[src/logic/uaix_pkg.sv]
package uaix_pkg;
	localparam logic [7:0] SPC_ENABLE_ADDR = 8'h05;
	localparam logic [7:0] SPC_FLAGS_ADDR  = 8'h06;
	localparam logic [7:0] STS_ENABLE_ADDR = 8'h07;
	localparam logic [7:0] STS_FLAGS_ADDR  = 8'h08;
	localparam logic [7:0] REG_RESET       = 8'h00;
	localparam logic [5:0] SPC_RESET       = 6'h00;
	localparam logic [3:0] PIN_RESET       = 4'h0;
	localparam int         SPC_WIDTH       = 6;
	localparam int         PIN_WIDTH       = 4;
	localparam int         ADDR_CHAR_BIT   = 5;
	localparam int         HOLD_LOW_BIT    = 4;
	localparam int         PAUSE_B_BIT     = 3;
	localparam int         PAUSE_A_BIT     = 2;
	localparam int         RESUME_B_BIT    = 1;
	localparam int         RESUME_A_BIT    = 0;
	localparam int         CLK_SETTLED_BIT = 5;
	localparam int         CHANNEL_COUNT   = 4;
	localparam int         PIN_TOTAL       = 16;
	localparam logic [1:0] CHANNEL_INDEX   = 2'h0;
endpackage

[src/logic/uaix_sources.sv]
// Behaviour
// - Special enable register gates six event flags
// - Special flag reaches summary only when gated
// - Reading special flags register clears all
// - Address character in multidrop sets flag
// - Long low line sets hold-low flag
// - Pause/resume flags need detection mode enabled
// - Status enable bit 5 gates settled flag
// - Status enable bits 3..0 gate pin flags
// - Channel n uses pins 4n to 4n+3
// - Pin toggle either way sets change flag
// - Gated-off pin never sets its flag
// - Reading status flags clears pin flags
// - Settled flag set when clock stable
// - Settled flag valid only for internal sources
// - Settled flag clears when clock not stable or external
// - Unused bits read zero after reset
// - Top status read clears special summary
// - Enabled status flag sets status summary
`timescale 1ns/1ps
module uaix_sources
	import uaix_pkg::*;
#(
	parameter logic [1:0] CHANNEL = uaix_pkg::CHANNEL_INDEX
) (
	input  wire logic                         ref_clk,
	input  wire logic                         rst_n,
	input  wire logic                         clk_en,
	input  wire logic                         reg_wr,
	input  wire logic                         reg_rd,
	input  wire logic [7:0]                   reg_addr,
	input  wire logic [7:0]                   reg_wdata,
	output logic      [7:0]                   reg_rdata,
	input  wire logic                         top_status_rd,
	input  wire logic                         rx_char_done,
	input  wire logic                         rx_address_char,
	input  wire logic                         rx_line_hold_low,
	input  wire logic [3:0]                   rx_special_match,
	input  wire logic                         multidrop_mode,
	input  wire logic                         special_detect_mode,
	input  wire logic                         clock_stable,
	input  wire logic                         external_clock_input,
	input  wire logic [uaix_pkg::PIN_TOTAL-1:0] gpio_pins,
	output logic                              special_char_summary,
	output logic                              status_summary
);
	import uaix_pkg::*;

	typedef struct packed {
		logic [SPC_WIDTH-1:0] spc_en;
		logic [SPC_WIDTH-1:0] spc_flag;
		logic                 settled_en;
		logic [PIN_WIDTH-1:0] pin_en;
		logic                 settled;
		logic [PIN_WIDTH-1:0] pin_flag;
		logic [PIN_WIDTH-1:0] pin_s1;
		logic [PIN_WIDTH-1:0] pin_s2;
		logic [PIN_WIDTH-1:0] pin_s3;
		logic [1:0]           stable_s;
		logic                 spc_sum;
		logic                 sts_sum;
		logic [7:0]           rdata;
	} uaix_state_type;

	uaix_state_type st_q;
	uaix_state_type st_d;

	function automatic logic hit(input logic [7:0] a, input logic [7:0] r);
		return a == r;
	endfunction

	logic [PIN_WIDTH-1:0] my_pins;
	logic [SPC_WIDTH-1:0] spc_set;
	logic [PIN_WIDTH-1:0] pin_set;
	logic                 rd_spc;
	logic                 rd_sts;
	logic                 settled_now;

	// Channel slice of the shared pin bus
	genvar gi;
	generate
		for (gi = 0; gi < PIN_WIDTH; gi++) begin : g_pin
			assign my_pins[gi] = gpio_pins[PIN_WIDTH * CHANNEL + gi];
		end
	endgenerate

	always_comb begin
		rd_spc = reg_rd && hit(reg_addr, SPC_FLAGS_ADDR);
		rd_sts = reg_rd && hit(reg_addr, STS_FLAGS_ADDR);
		spc_set = '0;
		if (rx_char_done && rx_address_char && multidrop_mode) begin
			spc_set[ADDR_CHAR_BIT] = 1'h1;
		end
		spc_set[HOLD_LOW_BIT] = rx_line_hold_low;
		if (rx_char_done && special_detect_mode) begin
			spc_set[PAUSE_B_BIT:RESUME_A_BIT] = rx_special_match;
		end
		// Toggle seen on synchronised copies only
		pin_set = (st_q.pin_s2 ^ st_q.pin_s3) & st_q.pin_en;
		// External clock gives no settle indication, hold flag low
		settled_now = st_q.stable_s[1] && !external_clock_input;
	end

	always_comb begin
		st_d = st_q;
		st_d.pin_s1 = my_pins;
		st_d.pin_s2 = st_q.pin_s1;
		st_d.pin_s3 = st_q.pin_s2;
		st_d.stable_s = {st_q.stable_s[0], clock_stable};
		if (reg_wr && hit(reg_addr, SPC_ENABLE_ADDR)) begin
			st_d.spc_en = reg_wdata[SPC_WIDTH-1:0];
		end
		if (reg_wr && hit(reg_addr, STS_ENABLE_ADDR)) begin
			st_d.settled_en = reg_wdata[CLK_SETTLED_BIT];
			st_d.pin_en = reg_wdata[PIN_WIDTH-1:0];
		end
		// Set wins over the clearing read
		st_d.spc_flag = (rd_spc ? SPC_RESET : st_q.spc_flag)
			| spc_set;
		st_d.pin_flag = (rd_sts ? PIN_RESET : st_q.pin_flag)
			| pin_set;
		st_d.settled = settled_now;
		st_d.rdata = REG_RESET;
		if (reg_rd) begin
			unique case (reg_addr)
				SPC_ENABLE_ADDR: st_d.rdata = {2'h0, st_q.spc_en};
				SPC_FLAGS_ADDR:  st_d.rdata = {2'h0, st_q.spc_flag};
				STS_ENABLE_ADDR: st_d.rdata = {2'h0, st_q.settled_en, 1'h0,
					st_q.pin_en};
				STS_FLAGS_ADDR:  st_d.rdata = {2'h0, st_q.settled, 1'h0,
					st_q.pin_flag};
				default:         st_d.rdata = REG_RESET;
			endcase
		end
		st_d.spc_sum = (top_status_rd ? 1'h0 : st_q.spc_sum)
			| |(st_q.spc_flag & st_q.spc_en);
		st_d.sts_sum = (top_status_rd ? 1'h0 : st_q.sts_sum)
			| |(st_q.pin_flag & st_q.pin_en)
			| (st_q.settled & st_q.settled_en);
	end

	always_ff @(posedge ref_clk or negedge rst_n) begin
		if (!rst_n) begin
			st_q <= '0;
		end else if (clk_en) begin
			st_q <= st_d;
		end
	end

	assign reg_rdata = st_q.rdata;
	assign special_char_summary = st_q.spc_sum;
	assign status_summary = st_q.sts_sum;

	// Every check is gated by clk_en: a frozen cycle promises nothing
	a_spc_read_clear: assert property (
		@(posedge ref_clk) disable iff (!rst_n)
		clk_en && rd_spc && spc_set == '0
		|=> st_q.spc_flag == '0)
		else $error("special flags not cleared by read");

	a_pin_read_clear: assert property (
		@(posedge ref_clk) disable iff (!rst_n)
		clk_en && rd_sts && pin_set == '0
		|=> st_q.pin_flag == '0)
		else $error("pin flags not cleared by read");

	a_settled_keep: assert property (
		@(posedge ref_clk) disable iff (!rst_n)
		clk_en && rd_sts && settled_now
		|=> st_q.settled)
		else $error("settled flag lost on read");

	a_spc_gate: assert property (
		@(posedge ref_clk) disable iff (!rst_n)
		clk_en && !top_status_rd && |(st_q.spc_flag & st_q.spc_en)
		|=> special_char_summary)
		else $error("special summary missed");

	a_spc_masked: assert property (
		@(posedge ref_clk) disable iff (!rst_n)
		clk_en && top_status_rd && st_q.spc_en == '0
		|=> !special_char_summary)
		else $error("special summary not cleared");

	a_sts_gate: assert property (
		@(posedge ref_clk) disable iff (!rst_n)
		clk_en && st_q.settled && st_q.settled_en
		|=> status_summary)
		else $error("status summary missed");

	a_pin_masked: assert property (
		@(posedge ref_clk) disable iff (!rst_n)
		clk_en && rd_sts && st_q.pin_en == '0
		|=> st_q.pin_flag == '0)
		else $error("masked pin set its flag");

	a_set_wins: assert property (
		@(posedge ref_clk) disable iff (!rst_n)
		clk_en && rd_spc && rx_line_hold_low
		|=> st_q.spc_flag[HOLD_LOW_BIT])
		else $error("event lost on clearing read");

	a_pause_mode: assert property (
		@(posedge ref_clk) disable iff (!rst_n)
		clk_en && rd_spc && !special_detect_mode && !rx_line_hold_low
		&& !(rx_char_done && rx_address_char && multidrop_mode)
		|=> st_q.spc_flag == '0)
		else $error("pause flag set with detection off");

	a_spc_clear_top: assert property (
		@(posedge ref_clk) disable iff (!rst_n)
		clk_en && top_status_rd && (st_q.spc_flag & st_q.spc_en) == '0
		|=> !special_char_summary)
		else $error("special summary survived top read");

	// A gated flag still high re-arms the summary right after the read
	a_sts_clear_top: assert property (
		@(posedge ref_clk) disable iff (!rst_n)
		clk_en && top_status_rd && (st_q.pin_flag & st_q.pin_en) == '0
		&& !(st_q.settled && st_q.settled_en)
		|=> !status_summary)
		else $error("status summary survived top read");

	a_addr_char_set: assert property (
		@(posedge ref_clk) disable iff (!rst_n)
		clk_en && rx_char_done && rx_address_char && multidrop_mode
		|=> st_q.spc_flag[ADDR_CHAR_BIT])
		else $error("address character flag missed");

	a_addr_mode_off: assert property (
		@(posedge ref_clk) disable iff (!rst_n)
		clk_en && rd_spc && !multidrop_mode
		|=> !st_q.spc_flag[ADDR_CHAR_BIT])
		else $error("address flag set outside multidrop");

	a_hold_low_set: assert property (
		@(posedge ref_clk) disable iff (!rst_n)
		clk_en && rx_line_hold_low
		|=> st_q.spc_flag[HOLD_LOW_BIT])
		else $error("hold-low flag missed");

	a_pause_b_set: assert property (
		@(posedge ref_clk) disable iff (!rst_n)
		clk_en && rx_char_done && special_detect_mode
		&& rx_special_match[PAUSE_B_BIT] |=> st_q.spc_flag[PAUSE_B_BIT])
		else $error("second pause flag missed");

	a_pause_a_set: assert property (
		@(posedge ref_clk) disable iff (!rst_n)
		clk_en && rx_char_done && special_detect_mode
		&& rx_special_match[PAUSE_A_BIT] |=> st_q.spc_flag[PAUSE_A_BIT])
		else $error("first pause flag missed");

	a_resume_b_set: assert property (
		@(posedge ref_clk) disable iff (!rst_n)
		clk_en && rx_char_done && special_detect_mode
		&& rx_special_match[RESUME_B_BIT] |=> st_q.spc_flag[RESUME_B_BIT])
		else $error("second resume flag missed");

	a_resume_a_set: assert property (
		@(posedge ref_clk) disable iff (!rst_n)
		clk_en && rx_char_done && special_detect_mode
		&& rx_special_match[RESUME_A_BIT] |=> st_q.spc_flag[RESUME_A_BIT])
		else $error("first resume flag missed");

	a_pin_any_set: assert property (
		@(posedge ref_clk) disable iff (!rst_n)
		clk_en && pin_set != '0
		|=> st_q.pin_flag != '0)
		else $error("pin change lost");

	a_pin_quiet_read: assert property (
		@(posedge ref_clk) disable iff (!rst_n)
		clk_en && rd_sts && (st_q.pin_s2 ^ st_q.pin_s3) == '0
		|=> st_q.pin_flag == '0)
		else $error("pin flag set without a change");

	a_settled_ext: assert property (
		@(posedge ref_clk) disable iff (!rst_n)
		clk_en && external_clock_input
		|=> !st_q.settled)
		else $error("settled flag shown on external clock");

	a_settled_rise: assert property (
		@(posedge ref_clk) disable iff (!rst_n)
		clk_en && st_q.stable_s[1] && !external_clock_input
		|=> st_q.settled)
		else $error("settled flag not raised");

	a_settled_drop: assert property (
		@(posedge ref_clk) disable iff (!rst_n)
		clk_en && !st_q.stable_s[1]
		|=> !st_q.settled)
		else $error("settled flag kept after clock loss");

	a_spare_top_zero: assert property (
		@(posedge ref_clk) disable iff (!rst_n)
		clk_en && reg_rd
		|=> reg_rdata[7:6] == '0)
		else $error("spare top bits read nonzero");

	a_spare_mid_zero: assert property (
		@(posedge ref_clk) disable iff (!rst_n)
		clk_en && reg_rd && (hit(reg_addr, STS_ENABLE_ADDR)
		|| hit(reg_addr, STS_FLAGS_ADDR)) |=> !reg_rdata[4])
		else $error("spare status bit read nonzero");

	// Read data stands one cycle, then drops back to zero
	a_rdata_idle: assert property (
		@(posedge ref_clk) disable iff (!rst_n)
		clk_en && !reg_rd
		|=> reg_rdata == '0)
		else $error("read data not idle");

	a_spc_en_write: assert property (
		@(posedge ref_clk) disable iff (!rst_n)
		clk_en && reg_wr && hit(reg_addr, SPC_ENABLE_ADDR)
		&& reg_wdata[ADDR_CHAR_BIT] |=> st_q.spc_en[ADDR_CHAR_BIT])
		else $error("special gate write lost");

	a_sts_en_write: assert property (
		@(posedge ref_clk) disable iff (!rst_n)
		clk_en && reg_wr && hit(reg_addr, STS_ENABLE_ADDR)
		&& reg_wdata[CLK_SETTLED_BIT] |=> st_q.settled_en)
		else $error("settled gate write lost");

	a_sts_pin_gate: assert property (
		@(posedge ref_clk) disable iff (!rst_n)
		clk_en && (st_q.pin_flag & st_q.pin_en) != '0
		|=> status_summary)
		else $error("gated pin flag missed summary");

	a_spc_sum_idle: assert property (
		@(posedge ref_clk) disable iff (!rst_n)
		clk_en && !st_q.spc_sum && (st_q.spc_flag & st_q.spc_en) == '0
		|=> !special_char_summary)
		else $error("special summary without gated flag");

	// Per-pin check, independent of the pin_set expression
	genvar gc;
	generate
		for (gc = 0; gc < PIN_WIDTH; gc++) begin : g_pin_chk
			a_pin_toggle: assert property (
				@(posedge ref_clk) disable iff (!rst_n)
				clk_en && st_q.pin_en[gc]
				&& st_q.pin_s2[gc] != st_q.pin_s3[gc]
				|=> st_q.pin_flag[gc])
				else $error("pin toggle flag missed");
		end
	endgenerate
endmodule

[config.mk]
export PLATFORM = sky130hd
export DESIGN_NAME = uaix_sources
export DESIGN_NICKNAME = d
export VERILOG_FILES = /design/src/logic/uaix_pkg.sv /design/src/logic/uaix_sources.sv
export SDC_FILE = /design/constraint.sdc
export NUM_CORES = 1
export LEC_CHECK = 0
export BUFFER_PORTS_ARGS = -buffer_cell sky130_fd_sc_hd__buf_2
export CORE_MARGIN = 2
export CORE_UTILIZATION = 51
export CTS_CLUSTER_DIAMETER = 100
export CTS_CLUSTER_SIZE = 16
export DETAILED_ROUTE_END_ITERATION = 10
export HOLD_SLACK_MARGIN = 0.06
export PLACE_DENSITY = 0.76
export SYNTH_ARGS = -nofsm -noshare
export SYNTH_HDL_FRONTEND = slang
export SYNTH_SLANG_ARGS = --single-unit
[constraint.sdc]
create_clock -name ref_clk -period 1.5 [get_ports ref_clk]
set_clock_uncertainty 0.05 [all_clocks]
set_input_delay 0.3 -clock ref_clk [delete_from_list [all_inputs] [get_ports ref_clk]]
set_output_delay 0.3 -clock ref_clk [all_outputs]
set_load 0.02 [all_outputs]
==> reports/metrics.yaml <==
clock_network:
  cts_tree: "done"
  clockRootBuffer: "clkbuf_8"
  cts_setup_buffers: 0
  cts-htree-levels: 2
  cts-buffers-inserted: 5
  clk_latency_ns: 0.30
  clock_sinks: 44
  cts_buffer_depth: 2
  clk_pin_slew_worst_paths_ns: 0.08
finish:
  layoutNonFillerInstCount: 254
  layout-drive-gt1-share_pct: 41.3
  multi_input_area_um2: 838
  fill_cells: 302
  ff_latch_area_um2: 1100
  antenna_cells: 0
  area_growth_pct: 21.4
  final_nets: 255
logic_synthesis:
  syn_inst: 156
  synth_seq_area_share_pct: 54.4
  ys_warn_count: 0
  syn_avg_cell_area_um2: 13.0
  synth_largest_area_cell: "dfrtp_1"
  yosysTopAreaCellShare_pct: 54.4
  ys_seq_elements: 44
  ys_types: 39
  syn_area_um2: 2030
  ys_top_cells_by_area: "dfrtp_1 54%, mux2_2 7.8%, mux2_4 3.7%"
sta:
  layout_min_cycle_time_ns: 1.45
  post-route-period-util_pct: 96.4
  rsz0062_at_grt: "true"
  setup_slack_ns: 0.0534
  finalSetupViolations: 0
  max_freq_ghz: 0.691
  hold_viol: 0
  slew_viol_final: 0
pwr:
  powerDensity_nw_per_um2: 1020
  pwr-share-comb_pct: 13.4
  intPower_mw: 1.89
  totalPowerFinal_mw: 2.50
  vdd_drop_max_uv: 716
  power_leakage_nw: 1.19
  p_sw_share_pct: 24.4
  clkPwrFrac_pct: 31.2
  p_switching_uw: 608
  power_frac_seq_pct: 55.4
run:
  cap_violations: 0
routing:
  vias_per_cell: 5.73
  dr.pass1.iters: 5
  maxUsedRoutingLayer: "met4"
  wirelength_um: 4320
  vias: 1455
  dr_wl_met3_um: 293
  wl_met2_um: 2100
  drc: 0
  post_drt_wl_per_cell_um: 17.0
  antenna_left: 0
  drt_iter0_markers: 84
  met1Wirelength_um: 1820
setup_path:
  path_class: "primary input to register"
  crit_required_ns: 1.64
  cp-end-kind: "register"
  critPathLaunchType: "primary input"
  critPathMaxFanout: 5
  worstPathArrival_ns: 1.58
global_route:
  grt-ovfl-total: 0
  grt_max_degree: 29
  grt_antenna_before_repair: 0
  grt_pass1_vias: 1552
  grt_pass1_wl_um: 7240
  grtUsageTotal_pct: 22.6
die:
  io-pin-count: 59
  die_h_um: 67.0
  chipWidth_um: 67.0
  die_area_um2: 4490
  start_util_pct: 54.1
  rows: 22
  coreArea_um2: 3740
placement:
  placed_cells: 246
  port_buffers: 42
  dpl_worst_slack_ns: -0.379
  place_congestion: 0.859
  dp_hpwl_um: 3300
worst_hold_path:
  hold_class: "primary input to register"
outcome:
  status: "finished, final reports clean"
==> power groups by stage <==
stage	Clock (mW)	Combinational (mW)	Sequential (mW)
floorplan	0	0.182	1.39
global placement	0	0.314	1.39
detailed placement	0	0.333	1.40
CTS	0.801	0.336	1.38
global route	0.839	0.369	1.40
finish	0.780	0.334	1.38
==> cell type report <==
| class | count | share of cell area [%] |
|---|---|---|
| clock buffers | 7 | 3.92 |
| inverters | 4 | 0.611 |
| multi-input cells | 96 | 34.1 |
| flip-flops and latches | 44 | 44.8 |
| well taps | 48 | 2.44 |
| repair buffers | 55 | 14.1 |
==> state kept, by name, summed over array words and instances (netlist names) <==
register,count
st_q,27
reg_rdata,6
status_summary,1
st_d,9
special_char_summary,1
==> cells by family (layout without fill, tap and decap cells) <==
group	after synthesis	in the layout	share of synthesized area, %
AO/OA/AOI/OAI	32	32	13.0
XOR/XNOR	4	4	1.73
buffers and inverters	17	66	4.69
flip-flops	44	44	54.4
multiplexers	30	30	17.3
other	1	2	0.185
AND/OR/NAND/NOR	28	28	8.77
==> path summary, 6_finish.rpt <==
path                                       startpoint                          to  slack [ns]  cells after the start
hold reg to reg            status_summary$_DFFE_PN0P_  status_summary$_DFFE_PN0P_        0.43                      1
max in group asynchronous                       rst_n        st_q[25]$_DFFE_PN0P_        0.51                      3
setup / recovery                          reg_addr[5]        st_q[32]$_DFFE_PN0P_        0.05                      5
min in group asynchronous                       rst_n        st_d[12]$_DFFE_PN0P_        0.41                      2
hold / removal                    rx_special_match[2]        st_q[36]$_DFFE_PN0P_        0.18                      2
setup reg to reg                 st_q[33]$_DFFE_PN0P_    reg_rdata[5]$_DFFE_PN0P_        0.19                      4
==> worst max-delay path: stages <==
cell     delay [ns]
buf_6          0.10
nor4_4         0.30
nand2_2        0.11
or3_4          0.46
mux2_4         0.32
==> through the flow <==
step / setup TNS, ns / util (%) / cell area [um^2] / hold WS, ns
after floorplan: -1.29 / - / 2040 / -0.0456
after global placement: -3.37 / 62.4 / 2330 / 0.186
after detailed placement: -4.83 / 62.4 / 2330 / 0.199
after CTS: 0 / 65.3 / 2450 / 0.165
after global routing: -0.0232 / 65.7 / 2460 / 0.171
final: 0 / 65.7 / 2460 / 0.175
==> cell usage after synthesis <==
master / n
dfrtp_1: 44
mux2_2: 14
buf_4: 8
nand2_1: 7
a221oi_1: 6
mux2_1: 6
nor2_1: 6
a22o_1: 5
mux2_4: 5
mux2i_1: 5
o2bb2ai_1: 5
a32o_1: 4
inv_1: 4
xor2_1: 4
a22oi_1: 3
clkbuf_1: 3
and3_1: 2
nand3b_1: 2
nand4_1: 2
o21ai_0: 2
a21o_1: 1
a21oi_1: 1
a222oi_1: 1
a31oi_1: 1
and3b_1: 1
and4b_1: 1
buf_1: 1
buf_2: 1
conb_1: 1
nand2_2: 1
nand3_1: 1
nor2b_1: 1
nor3_2: 1
nor4_4: 1
nor4b_2: 1
o21a_1: 1
o21ai_1: 1
o32ai_1: 1
or3_1: 1
==> placed cells by master (no fill, tap or decap), types with 2 or more instances in the layout <==
| cell | n |
|---|---|
| o2bb2ai_1 | 5 |
| a221oi_1 | 6 |
| and3_1 | 2 |
| xor2_1 | 4 |
| mux2_1 | 6 |
| mux2i_1 | 5 |
| a22oi_1 | 3 |
| buf_4 | 10 |
| a22o_1 | 5 |
| nand2_1 | 7 |
| mux2_4 | 5 |
| nand4_1 | 2 |
| clkbuf_8 | 7 |
| nand3b_1 | 2 |
| buf_12 | 2 |
| buf_6 | 2 |
| buf_2 | 40 |
| o21ai_0 | 2 |
| a32o_1 | 4 |
| conb_1 | 2 |
| dfrtp_1 | 44 |
| nor2_1 | 6 |
| inv_1 | 4 |
| mux2_2 | 14 |
==> per-layer routing <==
metal | up-vias | GRT usage, %
met5 | - | 0
met4 | 0 | 13.0
met3 | 9 | 3.72
met2 | 69 | 37.9
met1 | 707 | 27.4
li1 | 670 | -
==> timing repair <==
action	4_1_cts	5_1_grt
pin swaps	0	3
gates resized for setup	1	2
endpoints found under the setup margin	5	5
hold buffers	1	0
hold endpoints to repair	16	0
Note: power is estimated with default switching activity, not from simulation.
